==> config.mk <==
export PLATFORM = sky130hd
export DESIGN_NAME = timer_pwm_counter_base
export DESIGN_NICKNAME = d
export VERILOG_FILES = /design/src/pkg/timer_base_pkg.sv /design/src/hdl/timer_pwm_counter_base.sv
export SDC_FILE = /design/constraint.sdc
export NUM_CORES = 1
export LEC_CHECK = 0
export ABC_AREA = 1
export BUFFER_PORTS_ARGS = -buffer_cell sky130_fd_sc_hd__buf_2
export CORE_AREA = 2 2 160 123
export CTS_CLUSTER_SIZE = 8
export DETAILED_ROUTE_END_ITERATION = 10
export DIE_AREA = 0 0 162 125
export GPL_TIMING_DRIVEN = 0
export PLACE_DENSITY_LB_ADDON = 0.15
export RECOVER_POWER = 50
export SLEW_MARGIN = 20
export SYNTH_ARGS = -nofsm -noshare
export SYNTH_HDL_FRONTEND = slang
export SYNTH_SLANG_ARGS = --single-unit
==> constraint.sdc <==
create_clock -name clk_sys -period 5.19 [get_ports clk_sys]
set_clock_uncertainty 0.1 [all_clocks]
set_input_delay 0 -clock clk_sys [delete_from_list [all_inputs] [get_ports clk_sys]]
set_output_delay 0 -clock clk_sys [all_outputs]
set_load 0.02 [all_outputs]
==> src/pkg/timer_base_pkg.sv <==
package timer_base_pkg;

	// ==========================================================
	// Register indices on the plain register port
	localparam logic [2:0] reg_status_control = 3'h0;
	localparam logic [2:0] reg_count_high = 3'h1;
	localparam logic [2:0] reg_count_low = 3'h2;
	localparam logic [2:0] reg_modulo_high = 3'h3;
	localparam logic [2:0] reg_modulo_low = 3'h4;
	localparam logic [2:0] reg_system_option = 3'h5;

	// ==========================================================
	// Status/control and system option field positions
	localparam int overflow_flag_bit = 7;
	localparam int overflow_irq_enable_bit = 6;
	localparam int center_align_select_bit = 5;
	localparam int clock_source_hi = 4;
	localparam int clock_source_lo = 3;
	localparam int prescale_hi = 2;
	localparam int prescale_lo = 0;
	localparam int slow_osc_route_bit = 0;

	// ==========================================================
	// Reset values and the full-range modulo top
	localparam logic [7:0] status_control_reset = 8'h00;
	localparam logic [15:0] count_reset = 16'h0000;
	localparam logic [15:0] modulo_reset = 16'h0000;
	localparam logic [15:0] modulo_all_ones = 16'hffff;

	// Clock source codes
	localparam logic [1:0] clock_source_none = 2'h0;
	localparam logic [1:0] clock_source_bus = 2'h1;
	localparam logic [1:0] clock_source_unused = 2'h2;
	localparam logic [1:0] clock_source_crystal = 2'h3;

	// Widest prescaler divide is 2**7 = 128
	localparam int prescale_width = 7;

endpackage

==> src/hdl/timer_pwm_counter_base.sv <==
// How it works
// - Clock source field picks none, bus, or crystal
// - Prescaler divides by two to the field
// - Prescaler follows source sync and selection
// - Crystal clock synchronised before it counts
// - Sixteen-bit counter, up or up/down
// - Modulo zero or all ones runs free
// - Any counter byte write clears counter
// - Counter reads never disturb counting
// - Up mode flags overflow on wrap
// - Center mode flags overflow stepping down
// - Clear flag by read-then-write zero
// - New overflow restarts the clear sequence
// - Interrupt requested while flag and enable
// - Center select forces up/down for channels
// - Reset clears flag, enable, center select
// - Byte read latches both counter bytes
// - Latch restarts on reset or counter or status writes
// - Debug halt freezes counter and latch
// - Reset clears the counter
// - After reset unit disabled, pins follow port
// - Timer owned pin ignores port settings
// - Option bit routes channel zero input
// - Modulo byte write suppresses overflow
module timer_pwm_counter_base
	import timer_base_pkg::*;
#(
	parameter int count_width = 16,
	parameter int prescale_steps = 8
)
(
	input wire logic clk_sys,
	input wire logic reset_n,
	input wire logic [2:0] reg_addr,
	input wire logic [7:0] reg_wdata,
	input wire logic reg_write,
	input wire logic reg_read,
	output logic [7:0] reg_rdata,
	input wire logic crystal_derived_clock,
	input wire logic debug_halt_state,
	input wire logic channel_pin_in,
	input wire logic low_freq_oscillator,
	input wire logic port_data,
	input wire logic port_direction,
	input wire logic channel_owns_pin,
	input wire logic channel_pin_drive,
	output logic channel_zero_in,
	output logic pin_out,
	output logic pin_oe,
	output logic pin_pullup_en,
	output logic timer_enabled,
	output logic [15:0] count_value,
	output logic count_down,
	output logic center_aligned_pwm,
	output logic overflow_irq
);

	// ==========================================================
	// State
	typedef struct packed {
		logic [7:0] rdata;
		logic overflow_flag;
		logic overflow_irq_enable;
		logic center_align_select;
		logic [1:0] clock_source_select;
		logic [2:0] prescale_select;
		logic [15:0] count;
		logic down;
		logic [15:0] modulo;
		logic [7:0] modulo_high_hold;
		logic modulo_pending;
		logic [15:0] latch;
		logic latched;
		logic clear_armed;
		logic [prescale_width-1:0] prescale;
		logic xtal_s1;
		logic xtal_s2;
		logic xtal_s3;
		logic chan_s1;
		logic chan_s2;
		logic lfo_s1;
		logic lfo_s2;
		logic halt_s1;
		logic halt_s2;
		logic slow_osc_route_select;
	} state_s;

	state_s q, d;

	logic source_tick;
	logic prescale_tick;
	logic [15:0] top;
	logic overflow_event;
	logic count_write;
	logic [7:0] status_view;
	logic at_top;
	logic at_floor;
	logic [15:0] count_up;
	logic [15:0] count_dn;
	logic pin_owned;

	// ==========================================================
	// Elaboration checks
	// The byte-wide register map only covers a sixteen-bit counter
	if (count_width != 16) begin : g_bad_count_width
		$error("count_width must be 16");
	end
	// Eight divisors need a seven-bit ripple count, no more and no less
	if (prescale_steps != prescale_width + 1) begin : g_bad_prescale
		$error("prescale_steps must match the prescaler width");
	end

	// ==========================================================
	// Clocking and counting
	always_comb begin
		d = q;
		d.xtal_s1 = crystal_derived_clock;
		d.xtal_s2 = q.xtal_s1;
		d.xtal_s3 = q.xtal_s2;
		d.chan_s1 = channel_pin_in;
		d.chan_s2 = q.chan_s1;
		d.lfo_s1 = low_freq_oscillator;
		d.lfo_s2 = q.lfo_s1;
		d.halt_s1 = debug_halt_state;
		d.halt_s2 = q.halt_s1;

		// Crystal clock counts on its synchronised rising edge
		unique case (q.clock_source_select)
			clock_source_bus: source_tick = 1'b1;
			clock_source_crystal: source_tick = q.xtal_s2 & ~q.xtal_s3;
			default: source_tick = 1'b0;
		endcase

		// Prescaler sits after the source mux, so it divides either source
		prescale_tick = 1'b0;
		if (!q.halt_s2 && source_tick) begin
			d.prescale = q.prescale + 1'b1;
			unique case (q.prescale_select)
				3'h0: prescale_tick = 1'b1;
				3'h1: prescale_tick = &q.prescale[0:0];
				3'h2: prescale_tick = &q.prescale[1:0];
				3'h3: prescale_tick = &q.prescale[2:0];
				3'h4: prescale_tick = &q.prescale[3:0];
				3'h5: prescale_tick = &q.prescale[4:0];
				3'h6: prescale_tick = &q.prescale[5:0];
				3'h7: prescale_tick = &q.prescale[6:0];
			endcase
		end

		// Modulo 0 or ffff both mean the full range
		top = (q.modulo == modulo_reset) ? modulo_all_ones : q.modulo;

		// A count above the top (modulo lowered while running) wraps in up mode, or turns down in center mode, at once
		// rather than running the whole sixteen-bit range first
		at_top = (q.count >= top);
		at_floor = (q.count <= 16'h0001);
		count_up = q.count + 16'h0001;
		count_dn = q.count - 16'h0001;

		overflow_event = 1'b0;
		if (prescale_tick) begin
			if (!q.center_align_select) begin
				d.down = 1'b0;
				if (at_top) begin
					d.count = count_reset;
					overflow_event = 1'b1;
				end else begin
					d.count = count_up;
				end
			end else if (q.down) begin
				// Turning point at the bottom carries no flag
				if (at_floor) begin
					d.count = count_reset;
					d.down = 1'b0;
				end else begin
					d.count = count_dn;
				end
			end else if (at_top) begin
				// Flag goes with the first step down, not with reaching the top
				d.count = count_dn;
				d.down = 1'b1;
				overflow_event = 1'b1;
			end else begin
				d.count = count_up;
			end
		end
		// Modulo half-written: hold off the flag
		if (q.modulo_pending) begin
			overflow_event = 1'b0;
		end

		// ======================================================
		// Register port
		count_write = reg_write &&
			(reg_addr == reg_count_high || reg_addr == reg_count_low);
		status_view = {q.overflow_flag, q.overflow_irq_enable, q.center_align_select,
			q.clock_source_select, q.prescale_select};

		if (count_write) begin
			d.count = count_reset;
			d.down = 1'b0;
			d.prescale = '0;
			d.latched = 1'b0;
		end

		d.rdata = 8'h00;
		if (reg_read) begin
			unique case (reg_addr)
				reg_status_control: begin
					d.rdata = status_view;
					if (q.overflow_flag) begin
						d.clear_armed = 1'b1;
					end
				end
				reg_count_high, reg_count_low: begin
					// Second byte comes from the latch so the pair is coherent
					if (q.latched) begin
						if (reg_addr == reg_count_high) begin
							d.rdata = q.latch[15:8];
						end else begin
							d.rdata = q.latch[7:0];
						end
						if (!q.halt_s2) begin
							d.latched = 1'b0;
						end
					end else begin
						if (reg_addr == reg_count_high) begin
							d.rdata = q.count[15:8];
						end else begin
							d.rdata = q.count[7:0];
						end
						if (!q.halt_s2) begin
							d.latch = q.count;
							d.latched = 1'b1;
						end
					end
				end
				reg_modulo_high: d.rdata = q.modulo[15:8];
				reg_modulo_low: d.rdata = q.modulo[7:0];
				reg_system_option: d.rdata = {7'h00, q.slow_osc_route_select};
				default: d.rdata = 8'h00;
			endcase
		end

		if (reg_write) begin
			unique case (reg_addr)
				reg_status_control: begin
					d.overflow_irq_enable = reg_wdata[overflow_irq_enable_bit];
					d.center_align_select = reg_wdata[center_align_select_bit];
					d.clock_source_select = reg_wdata[clock_source_hi:clock_source_lo];
					d.prescale_select = reg_wdata[prescale_hi:prescale_lo];
					d.latched = 1'b0;
					if (q.clear_armed && !reg_wdata[overflow_flag_bit]) begin
						d.overflow_flag = 1'b0;
					end
					d.clear_armed = 1'b0;
				end
				reg_modulo_high: begin
					d.modulo_high_hold = reg_wdata;
					d.modulo_pending = ~q.modulo_pending;
					if (q.modulo_pending) begin
						d.modulo = {reg_wdata, q.modulo[7:0]};
					end
				end
				reg_modulo_low: begin
					d.modulo_pending = ~q.modulo_pending;
					d.modulo = {q.modulo_pending ? q.modulo_high_hold : q.modulo[15:8], reg_wdata};
				end
				reg_system_option: d.slow_osc_route_select = reg_wdata[slow_osc_route_bit];
				default: ;
			endcase
		end

		// Set beats clear; a fresh overflow also disarms a pending clear
		if (overflow_event) begin
			d.overflow_flag = 1'b1;
			d.clear_armed = 1'b0;
		end
	end

	// ==========================================================
	// Registers
	always_ff @(posedge clk_sys) begin
		if (!reset_n) begin
			q <= '0;
		end else begin
			q <= d;
		end
	end

	// ==========================================================
	// Outputs
	assign reg_rdata = q.rdata;
	assign overflow_irq = q.overflow_flag & q.overflow_irq_enable;
	assign timer_enabled = (q.clock_source_select != clock_source_none);
	assign count_value = q.count;
	assign count_down = q.down;
	assign center_aligned_pwm = q.center_align_select;
	// Both candidates are already synchronised, so switching the route
	// can at worst cut one pulse short; it never shows a metastable level
	assign channel_zero_in = q.slow_osc_route_select ? q.lfo_s2 : q.chan_s2;

	// ==========================================================
	// Pin sharing
	// While the timer owns the pin the port bits are ignored outright,
	// so software cannot disturb a running waveform through the port
	assign pin_owned = timer_enabled && channel_owns_pin;
	always_comb begin
		if (pin_owned) begin
			pin_out = channel_pin_drive;
			pin_oe = 1'b1;
		end else begin
			pin_out = port_data;
			pin_oe = port_direction;
		end
	end

	// No pullup control is kept here; after reset the pin direction follows port_direction
	assign pin_pullup_en = 1'b0;

endmodule

; ---- Yosys cells after proc, flatten, opt, wreduce, memory -nomap -nowiden
; Index checks and enable logic that the tools add are counted.
[totals]
regBits = 93
latch_bits = 0
mem_bits_rw = 0
rom_bits = 0
inputBits = 23
output_inout_bits = 32
word_cells = 128
mem_count = 0
[op_classes]
n_addsub = 3
n_mul = 0
div_mod_pow = 0
n_lt_le_gt_ge = 2
n_eq_ne = 16
shift = 0
mux = 39
bitwise_logic = 8
n_reduce_logical = 34
[ops]
columns = cell, count
row1 = two-way mux 16 bit, 5
row2 = two-way mux 8 bit, 6
row3 = case mux 8 bit (5 select lines), 1
row4 = two-way mux 17 bit, 2
row5 = case mux 16 bit (2 select lines), 1
row6 = two-way mux 1 bit, 19
row7 = "equality test 3 bit, second input constant", 6
row8 = "adder 16 x 1 -> 16 bit, second input constant", 1
row9 = greater-or-equal comparator 16 bit, 1
row10 = "less-or-equal comparator 16 x 1 -> 1 bit, second input constant", 1
row11 = zero test 16 bit, 1
row12 = "subtractor 16 x 1 -> 16 bit, second input constant", 1
row13 = "equality test 3 x 2 -> 1 bit, second input constant", 4
row14 = AND reduction 2 bit, 6
row15 = AND reduction 4 bit, 3
row16 = nonzero test 2 bit, 5
row17 = AND reduction 3 bit, 3
row18 = case mux 1 bit (8 select lines), 1
row19 = OR reduction 2 bit, 4
row20 = "adder 7 x 1 -> 7 bit, second input constant", 1
row21 = AND reduction 7 bit, 1
row22 = "equality test 3 x 1 -> 1 bit, second input constant", 2
row23 = zero test 3 bit, 2
row24 = two-way mux 2 bit, 3
row25 = 11 further kinds, 22

; ---- Depth between registers and ports, before layout
; Gate-level depths: netlist of the first run.
[depth]
ltp_word = 10
ltp_mapped = 21
ltp_nobuf = 20

; ---- Worst setup path before layout of the first run
; Ideal clock, no wire load.
[synth_path]
kind = flip-flop to flip-flop
start = register q[53] (netlist bit)
end = register q (netlist bit count_value[5])
setup_ps = 117
t_arrival_ps = 2444
t_required_ps = 4973
slack_ps = 2529
stages_incl_launch_ff = 20
path_buffers = 2
period_less_slack_ps = 2661
path_cell_list = dfxtp_1 nor4_1 and2_1 nand2_1 inv_1 buf_1 nor2_1 ha_1 nand2_1 inv_1 nand2_1 nor2_1 nor2_1 nand2_1 nand2_1 nand3_1 clkbuf_1 o21ai_0 a21oi_1 nor2_1
[synth_between]
elab_chain_len = 6
elab_cells_between_ends = 7
cone_classes = order compare (1) / mux (5) / reduce/logical (1)
[synth_rtl]
columns = element, line_no
row1 = start: declaration, timer_pwm_counter_base.sv:88  ; state_s q, d;
row2 = start signal: assignment, timer_pwm_counter_base.sv:285  ; q <= '0;
row3 = start signal: assignment, timer_pwm_counter_base.sv:287  ; q <= d;
row4 = zero test 16 bit, timer_pwm_counter_base.sv:151  ; top = (q.modulo == modulo_reset) ? modulo_all_ones : q.modulo;
row5 = two-way mux 16 bit (*), timer_pwm_counter_base.sv:151
row6 = greater-or-equal comparator 16 bit (*), timer_pwm_counter_base.sv:155  ; at_top = (q.count >= top);
row7 = two-way mux 16 bit, timer_pwm_counter_base.sv:178  ; end else if (at_top) begin
row8 = two-way mux 17 bit, timer_pwm_counter_base.sv:170  ; end else if (q.down) begin
row9 = two-way mux 17 bit (*), timer_pwm_counter_base.sv:162  ; if (!q.center_align_select) begin
; Every way passes the cells marked *; elsewhere a longest branch is shown, timed or not.
; A chain may end at the register's enable or synchronous reset.

; ---- Worst setup path in the final report of the first run
[layout_path]
start = register q[58] (netlist bit)
end = register q (netlist bit count_value[5])
; The elaborated chain is that of the path after synthesis.

==> flow_summary.json, run 1 <==
{
  "status": "completed",
  "use_met3_pct": 2.92,
  "worstPathArrival_ps": 3470,
  "yosysWarnings": 0,
  "crit_chain": "nor4_1, and2_1, nand2_1, inv_1, buf_1, nor2_1, ha_1, nand2_1, inv_1, nand2_1, nor2_1, nor2_1, nand2_1, nand2_1, nand3_1, clkbuf_1, o21ai_0, a21oi_1, nor2_1",
  "drive_gt1_share_pct": 13.5,
  "synthFlopType": "dfxtp_1",
  "maxCapViolCount": 0,
  "syn_inst": 790,
  "post_cts_buffers": 0,
  "synth_seq_area_share_pct": 33.8,
  "n_antenna_cell": 0,
  "grt_pass1_vias": 4895,
  "crit_path_frequent_cell": "nand2_1",
  "rsz0062_at_grt": "false",
  "grt.overflow.total": 0,
  "slew_headroom_pct": 46.9,
  "fmax_mhz": 301,
  "post_cts_resized": 0,
  "tritoncts": "built",
  "clk_path_buf_depth": 2,
  "drt-total-wl_um": 16900,
  "core_area_um2": 18800,
  "crit_buf_inv": 4,
  "ant_nets": 0,
  "synth_seq_cells": 93,
  "end_kind": "flop",
  "die-width_um": 162,
  "ys_types": 44,
  "busiest_layer": "met2",
  "clkTransAtPathRegs_ps": 70,
  "dp_slack_ps": 1840,
  "final_cell_area_um2": 6490,
  "hold_class": "in -> reg",
  "syn-cell-area_um2": 5510,
  "critPathKind": "reg -> reg",
  "grt_antenna_before_repair": 0,
  "critPathMaxFanout": 10,
  "vias_per_cell": 4.61,
  "drt-wirelength-per-cell_um": 15.0,
  "finalHoldViolCount": 0,
  "slowest_stage": "clkbuf_1",
  "cts_inserted_buffers": 9,
  "clock_latency_ps": 350,
  "root_buffer": "clkbuf_16",
  "slew_violations": 0,
  "yosys.area.top_type": "dfxtp_1",
  "vias": 5196,
  "grt_pass1_wl_um": 27100,
  "synth_top_area_share_pct": 33.8,
  "synth_async_sr_flop_share_pct": 0,
  "min_period_ps": 3330,
  "fillers": 2117,
  "initial_core_util_pct": 29.2,
  "grt_util_met1_pct": 25.6,
  "use_met2_pct": 26.1,
  "drt-pass1-iter-count": 5,
  "synth_top_cells_by_count": "nand2_1 (152), dfxtp_1 (93), inv_1 (86), a21oi_1 (81), nor2_1 (71)",
  "synth.avg_cell_area_um2": 6.97,
  "drc": 0,
  "port-buffer-count": 52,
  "fp.dieArea_um2": 20300,
  "irDropWorstVdd_v": 0.000144,
  "finalSetupViolCount": 0,
  "start_kind": "flop",
  "place.gp.congestion": 0.824,
  "grt_usage_pct": 17.2,
  "ios": 55,
  "finalNetCount": 914,
  "synth_fp_nets": 835,
  "drt-initial-drc-count": 390,
  "row_count": 44,
  "max_stage_delay_ps": 420,
  "cts.sinks": 93,
  "crit_family": "simple AND/OR/NAND/NOR gates",
  "h-tree-depth": 3,
  "dp_hpwl_um": 13000,
  "period_share_pct": 64.1,
  "tightest_slew_ps": 794,
  "leakagePower_nw": 2.89,
  "holdWs_ps": 48.1,
  "yosys-top-cells-area": "dfxtp_1 (34%), nand2_1 (10%), a21oi_1 (7.4%)",
  "die_h_um": 125,
  "area_growth_pct": 17.8,
  "synth_edf_count": 0,
  "worst_slack_ps": 1860,
  "critPathRequiredTime_ps": 5330,
  "placedInstanceArea_um2": 6080,
  "p_per_area_nw_per_um2": 266,
  "grt_max_degree": 17,
  "synthMostInstantiatedCell": "nand2_1",
  "setup_tns_ps": 0
}
## cells in the final DEF (no fill, tap or decap), types with 22 or more instances in the layout
cell type | netlist | routed
nand2_1 | 152 | 153
dfxtp_1 | 93 | 93
ha_1 | 22 | 22
xor2_1 | 22 | 22
inv_1 | 86 | 89
nor2_1 | 71 | 74
clkbuf_1 | 9 | 36
o21ai_0 | 67 | 67
buf_2 | 15 | 43
nand3_1 | 41 | 42
a21oi_1 | 81 | 81
## timing repair
item                                    CTS  global route
endpoints found under the setup margin    0             0
hold buffers                             16             0
hold endpoints to repair                 39             0
## cell type report
type	count	area, um2	share of cell area, %
timing repair buffer	68	393	6.05
sequential	93	1860	28.7
inverter	97	365	5.63
clock inverter	6	91.3	1.41
clock buffer	10	239	3.68
buffer	57	343	5.28
multi-input combinational	543	2880	44.4
tap	253	317	4.88
## stage by stage
step / total power, W / std cells / utilization [%]
5_1_grt: 0.00182 / 1127 / 34.5
3_5_place_dp: 0.00100 / 1095 / 32.3
3_3_place_gp: 0.00100 / 1095 / 32.3
4_1_cts: 0.00176 / 1127 / 34.9
6_report: 0.00173 / 1127 / 34.5
2_1_floorplan: 0.000930 / 790 / -
## flip-flops by register name (all words and copies together) (netlist names)
signal and flops:
count_value 16, q 62, reg_rdata 8, d 5
count_down 1, center_aligned_pwm 1
## power breakdown
group / internal [W] / total, W / switching (W)
clock network: 0.000439 / 0.000741 / 0.000302
logic: 0.0000844 / 0.000239 / 0.000155
registers: 0.000735 / 0.000749 / 0.0000134
total: 0.00126 / 0.00173 / 0.000471
## cell families (layout without fill, tap and decap cells)
kind of cell	Yosys count	in the layout	share of synthesized area [%]
and+or+nand+nor	312	312	26.0
AOI/OAI and AO/OA	184	184	18.1
buffers and inverters	154	238	13.1
DFF	93	93	33.8
xor gates and xnor gates	23	23	3.66
adders and majority gates	22	22	5.00
other	1	1	0.0681
muxes	1	1	0.204
## worst min-delay path, stage by stage
cell and delay, ps:
buf_2 110, inv_1 60, nor3_1 90, nand2_1 110, a21oi_1 70
## per-layer routing
metal / wire length (um) / vias up
li1: - / 2734
met2: 7200 / 92
met3: 612 / 10
met1: 8910 / 2360
met5: 0 / -
met4: 137 / 0
## worst paths after layout
check | startpoint | end | slack (ps) | cells after the start
worst min register to register | d[3]$_SDFF_PN0_ | q[3]$_SDFF_PN0_ | 310 | 2
worst min-delay path | reg_addr[0] | q[0]$_SDFFE_PN0P_ | 50 | 5
worst max register to register | q[58]$_SDFFE_PN0P_ | count_value[5]$_SDFFE_PP0P_ | 1860 | 19
worst max-delay path | q[58]$_SDFFE_PN0P_ | count_value[5]$_SDFFE_PP0P_ | 1860 | 19
Power figures use the tool's default switching activity.
==> inputs of run 2 (changes only) <==
--- a/config.mk
+++ b/config.mk
@@ -5,12 +5,12 @@
 export SDC_FILE = /design/constraint.sdc
 export NUM_CORES = 1
 export LEC_CHECK = 0
-export ABC_AREA = 1
+export ABC_AREA = 0
 export BUFFER_PORTS_ARGS = -buffer_cell sky130_fd_sc_hd__buf_2
-export CORE_AREA = 2 2 160 123
+export CORE_AREA = 2 2 161 123
 export CTS_CLUSTER_SIZE = 8
 export DETAILED_ROUTE_END_ITERATION = 10
-export DIE_AREA = 0 0 162 125
+export DIE_AREA = 0 0 163 125
 export GPL_TIMING_DRIVEN = 0
 export PLACE_DENSITY_LB_ADDON = 0.15
 export RECOVER_POWER = 50
==> constraint.sdc (replaced) <==
create_clock -name clk_sys -period 2.74 [get_ports clk_sys]
set_clock_uncertainty 0.1 [all_clocks]
set_input_delay 0 -clock clk_sys [delete_from_list [all_inputs] [get_ports clk_sys]]
set_output_delay 0 -clock clk_sys [all_outputs]
set_load 0.02 [all_outputs]
==> flow_summary.json, run 2 <==
{
  "status": "finished with violations",
  "synth_top_cells_by_count": "dfxtp_1 (93), nand2_1 (81), nor2_1 (63), clkbuf_1 (31), mux2i_1 (28)",
  "maxCapViolCount": 0,
  "yosys.area.top_type": "dfxtp_1",
  "finalSetupViolCount": 19,
  "synth_compound_area_share_pct": 18.6,
  "regMostFlops": "q",
  "cp.depth": 15,
  "regToRegSetupSlack_ps": -510,
  "worst_slack_ps": -509,
  "h-tree-depth": 3,
  "vias": 5204,
  "syn-cell-area_um2": 5560,
  "synth.avg_cell_area_um2": 8.63,
  "drive_gt1_share_pct": 26.5,
  "initial_core_util_pct": 29.3,
  "period_share_pct": 119,
  "slowest_stage": "dfxtp_4",
  "ios": 55,
  "critPathRequiredTime_ps": 2900,
  "end_kind": "flop",
  "ant_nets": 0,
  "critPathMaxFanout": 5,
  "synth_top_family_by_area": "simple AND/OR/NAND/NOR gates",
  "finalNetCount": 782,
  "fmax_mhz": 308,
  "grt_antenna_before_repair": 1,
  "die-width_um": 163,
  "p_per_area_nw_per_um2": 447,
  "place.gp.congestion": 0.909,
  "synth_async_sr_flop_share_pct": 0,
  "synth_fa_ha_area_share_pct": 4.95,
  "synth_edf_count": 0,
  "irDropWorstVdd_v": 0.000278,
  "leakagePower_nw": 2.76,
  "root_buffer": "clkbuf_16",
  "port-buffer-count": 50,
  "slew_headroom_pct": 35.7,
  "area_growth_pct": 29.0,
  "drt-initial-drc-count": 537,
  "mostFrequentLayoutCell": "nand2_1",
  "synthFlopType": "dfxtp_1",
  "tritoncts": "built",
  "finalHoldViolCount": 0,
  "start_kind": "flop",
  "clock_latency_ps": 360,
  "whs_path_depth": 4,
  "tightest_slew_ps": 962,
  "mostFrequentLayoutCells": "nand2_1 (80), dfxtp_1 (78), nor2_1 (55)",
  "fp.dieArea_um2": 20400,
  "cts.sinks": 93,
  "crit_chain": "nor4_2, and4_1, clkbuf_8, clkbuf_16, nor2_4, ha_4, nand4_1, buf_4, buf_6, nor2_4, a32o_2, buf_6, o21ba_4, mux2_4, a32o_1",
  "n_antenna_cell": 0,
  "grt_pass1_vias": 5014,
  "dp_hpwl_um": 13500,
  "drt-pass1-iter-count": 5,
  "hold_class": "in -> reg",
  "drt-wirelength-per-cell_um": 18.8,
  "synthMuxAreaShare_pct": 9.50,
  "dp_slack_ps": -736,
  "crit_family": "compound AO/OA/AOI/OAI gates",
  "max_stage_delay_ps": 370,
  "critPathKind": "reg -> reg",
  "synthMostInstantiatedCell": "dfxtp_1",
  "synth_xor_xnor_area_share_pct": 1.89,
  "clkTransAtPathRegs_ps": 80,
  "crit_buf_inv": 5,
  "rsz0062_at_grt": "true",
  "vias_per_cell": 5.23,
  "synth_seq_cells": 93,
  "synth_seq_area_share_pct": 33.5,
  "violations": "negative setup slack",
  "grt_pass1_wl_um": 29100,
  "grt_usage_pct": 18.7,
  "row_count": 44,
  "largest_register_ffs": 62,
  "slew_violations": 0,
  "drt-total-wl_um": 18700,
  "clk_path_buf_depth": 2,
  "synth-simple-area-share_pct": 24.1,
  "syn_inst": 644,
  "cts_inserted_buffers": 9,
  "grt_max_degree": 17,
  "ys_types": 73,
  "worstPathArrival_ps": 3410,
  "yosys-top-cells-area": "dfxtp_1 (33%), nand2_1 (5.5%), mux2i_1 (5.0%)",
  "grt.overflow.total": 0,
  "synth_top_area_share_pct": 33.5,
  "synth_fp_nets": 689,
  "min_period_ps": 3250,
  "drc": 0,
  "power.total_w": 0.00320,
  "ff2ff_path_depth": 15,
  "fillers": 1954,
  "core_area_um2": 19000,
  "die_h_um": 125,
  "yosysWarnings": 0
}
==> run 2: cell types whose count changed after synthesis, moves of 27 or more <==
cell	before	now
a21oi_1	81	14
o21ai_0	67	20
nand3_1	41	14
nand2_1	152	81
inv_1	86	8
mux2i_1	0	28
==> run 2: per-stage QoR <==
| step | setup TNS [ps] | utilization (%) | area (um2) | hold slack [ps] | std cells |
|---|---|---|---|---|---|
| CTS | -6730 | 37.3 | 7080 | 41.7 | 991 |
| detailed placement | -10720 | 32.7 | 6210 | 109 | 947 |
| global placement | -10770 | 32.7 | 6210 | 108 | 947 |
| global route | -10720 | 37.7 | 7170 | 127 | 995 |
| floorplan | -3210 | - | 5650 | 27.3 | 644 |
| finish | -8220 | 37.7 | 7170 | 109 | 995 |
==> run 2: power by group <==
part           internal (W)  switching, W
logic              0.000195      0.000225
clock network      0.000812      0.000586
registers           0.00137     0.0000185
==> run 2: final timing paths <==
check                     startpoint                           to
setup / recovery  q[52]$_SDFFE_PN0P_  count_value[1]$_SDFFE_PP0P_
hold / removal           reg_addr[0]             q[17]$_SDFF_PP0_
hold reg to reg      d[8]$_SDFF_PN0_              d[7]$_SDFF_PN0_
setup reg to reg  q[52]$_SDFFE_PN0P_  count_value[1]$_SDFFE_PP0P_
==> run 2: cell type report <==
| class | instances | area (um2) | area share (%) |
|---|---|---|---|
| Timing Repair Buffer | 82 | 547 | 7.63 |
| Multi-Input combinational cell | 473 | 3630 | 50.7 |
| Buffer | 70 | 430 | 6.00 |
| Sequential cell | 93 | 1890 | 26.4 |
| Clock buffer | 10 | 229 | 3.19 |
| Tap cell | 253 | 317 | 4.42 |
| Inverter | 8 | 30.0 | 0.419 |
| Clock inverter | 6 | 93.8 | 1.31 |
==> run 2: repair_timing <==
item | CTS | global route
gates cloned | 2 | 0
hold buffers | 13 | 0
setup buffers | 13 | 4
endpoints found under the hold margin | 37 | 0
endpoints found under the setup margin | 19 | 19
gates resized for setup | 61 | 23
pin swaps | 34 | 17
==> run 2: cells by family after synthesis <==
logic type      Yosys count
simple gates            261
compound gates          136
flops                    93
buf+inv                  78
mux                      41
fa+ha+maj                22
xor+xnor                 12
other cells               1
==> run 2: worst register-to-register path: stages, from the launching register on <==
cell and delay [ps]:
dfxtp_4 370, nor4_2 260, and4_1 230, clkbuf_8 150, clkbuf_16 150, nor2_4 50
ha_4 240, nand4_1 160, buf_4 180, buf_6 100, nor2_4 30, a32o_2 270
buf_6 120, o21ba_4 240, mux2_4 290, a32o_1 220
==> run 2: layer usage <==
| layer | vias up | wire length [um] | track usage, % |
|---|---|---|---|
| li1 | 2481 | - | - |
| met1 | 2560 | 9260 | 27.3 |
| met2 | 140 | 7950 | 27.5 |
| met3 | 23 | 1200 | 4.74 |
| met4 | 0 | 250 | 4.58 |
| met5 | - | 0 | 0 |
==> inputs of run 3 (changes only) <==
--- a/config.mk
+++ b/config.mk
@@ -13,7 +13,6 @@
 export DIE_AREA = 0 0 163 125
 export GPL_TIMING_DRIVEN = 0
 export PLACE_DENSITY_LB_ADDON = 0.15
-export RECOVER_POWER = 50
 export SLEW_MARGIN = 20
 export SYNTH_ARGS = -nofsm -noshare
 export SYNTH_HDL_FRONTEND = slang
==> flow_summary.json, run 3 (synthesized netlist as in run 2, its figures left out) <==
{
  "whs_path_depth": 4,
  "period_share_pct": 119,
  "finalSetupViolCount": 19,
  "ios": 55,
  "maxCapViolCount": 0,
  "n_antenna_cell": 0,
  "tightest_slew_ps": 1050,
  "clock_latency_ps": 360,
  "violations": "negative setup slack",
  "holdPathEnd": "q[0]$_SDFFE_PN0P_",
  "tritoncts": "built",
  "mostFrequentLayoutCell": "nand2_1",
  "grt_max_degree": 17,
  "slew_headroom_pct": 29.6,
  "ant_nets": 0,
  "clk_path_buf_depth": 2,
  "min_period_ps": 3250,
  "port-buffer-count": 50,
  "r2r-start": "q[52]$_SDFFE_PN0P_",
  "drive_gt1_share_pct": 29.5,
  "status": "finished with violations",
  "leakagePower_nw": 2.86,
  "p_per_area_nw_per_um2": 445,
  "core_area_um2": 19000,
  "vias_per_cell": 5.27,
  "place.gp.congestion": 0.909,
  "final_cells": 995,
  "cts_inserted_buffers": 9,
  "start_kind": "flop",
  "cts.sinks": 93,
  "grt.overflow.total": 0,
  "drt-initial-drc-count": 576,
  "worstPathArrival_ps": 3410,
  "holdWs_ps": 46.4,
  "reg2reg_to": "count_value[1]$_SDFFE_PP0P_",
  "drt-total-wl_um": 18600,
  "end_kind": "flop",
  "largest_register_ffs": 62,
  "vias": 5242,
  "finalHoldViolCount": 0,
  "critPathKind": "reg -> reg",
  "die-width_um": 163,
  "grt_pass1_vias": 5014,
  "dp_hpwl_um": 13500,
  "grt_antenna_before_repair": 1,
  "mostFrequentLayoutCells": "nand2_1 (80), dfxtp_1 (78), buf_2 (61)",
  "area_growth_pct": 29.5,
  "clkTransAtPathRegs_ps": 80,
  "critPathRequiredTime_ps": 2900,
  "slew_violations": 0,
  "hold_class": "in -> reg",
  "ff2ff_path_depth": 15,
  "fmax_mhz": 308,
  "initial_core_util_pct": 29.3,
  "die_h_um": 125,
  "crit_chain": "nor4_2, and4_1, clkbuf_8, clkbuf_16, nor2_4, ha_4, nand4_1, buf_4, buf_6, nor2_4, a32o_2, buf_6, o21ba_4, mux2_4, a32o_1",
  "critPathMaxFanout": 5,
  "drt-wirelength-per-cell_um": 18.7,
  "irDropWorstVdd_v": 0.000278,
  "fp.dieArea_um2": 20400,
  "root_buffer": "clkbuf_16",
  "grt_pass1_wl_um": 29100,
  "grt_usage_pct": 18.7,
  "rsz0062_at_grt": "true",
  "max_stage_delay_ps": 370,
  "worst_slack_ps": -510,
  "dp_cells": 947,
  "drc": 0,
  "row_count": 44,
  "regMostFlops": "q",
  "slowest_stage": "dfxtp_4",
  "h-tree-depth": 3,
  "hold_start": "reg_addr[2]",
  "regToRegSetupSlack_ps": -510,
  "drt-pass1-iter-count": 7,
  "fillers": 1949,
  "finalNetCount": 782
}
## run 3: critical path: cells and delay by family (launching register included)
kind,cells,cell delay (ps)
compound gates,3,730
simple gates,5,720
buf+inv,5,700
flops,1,370
mux,1,290
fa+ha+maj,1,240
## run 3: worst max-delay path by stage
stage | slack, ps | startpoint | endpoint
final | -510 | q[52]$_SDFFE_PN0P_ | count_value[1]$_SDFFE_PP0P_
after global routing | -640 | q[52]$_SDFFE_PN0P_ | count_value[11]$_SDFFE_PP0P_
after CTS | -430 | q[58]$_SDFFE_PN0P_ | count_value[1]$_SDFFE_PP0P_
after detailed placement | -740 | q[56]$_SDFFE_PN0P_ | count_value[11]$_SDFFE_PP0P_
after global placement | -740 | q[56]$_SDFFE_PN0P_ | count_value[11]$_SDFFE_PP0P_
after floorplan | -270 | q[59]$_SDFFE_PN0P_ | count_value[7]$_SDFFE_PP0P_
## run 3: where the power goes
group / total [W] / switching [W] / internal [W]
combinational: 0.000421 / 0.000224 / 0.000196
clock: 0.00140 / 0.000585 / 0.000812
sequential: 0.00138 / 0.0000183 / 0.00137
total: 0.00320 / 0.000827 / 0.00237
## run 3: final cells by class
class	instances	area (um2)	share of cell area, %
clock buffer	10	229	3.18
clock inverter	6	93.8	1.30
tap	253	317	4.40
inverter	8	30.0	0.417
timing repair buffer	82	572	7.95
multi-input combinational	473	3630	50.5
buffer	70	433	6.02
sequential	93	1890	26.3
## run 3: metal layers
metal	share of wire [%]	GRT usage, %	vias up	wire length [um]
met5	0	0	-	0
met4	1.4	4.58	0	266
met3	7.3	4.74	29	1370
met2	42	27.5	171	7880
met1	49	27.3	2567	9130
li1	-	-	2475	-
## run 3: metrics by stage
step	setup slack [ps]	power (W)	utilization, %	cell area [um2]	setup TNS, ps
2_1_floorplan	-270	0.00164	-	5650	-3210
3_3_place_gp	-738	0.00173	32.7	6210	-10770
3_5_place_dp	-736	0.00174	32.7	6210	-10720
4_1_cts	-428	0.00322	37.3	7080	-6730
5_1_grt	-636	0.00333	37.9	7200	-10720
6_report	-510	0.00320	37.9	7200	-8240
## run 3: timing repair
action / CTS / global route
gates resized for setup: 61 / 23
hold buffers: 13 / 0
setup endpoints to repair: 19 / 19
buffers inserted: 13 / 4
endpoints found under the hold margin: 37 / 0
pin swaps: 34 / 17
cloned: 2 / 0
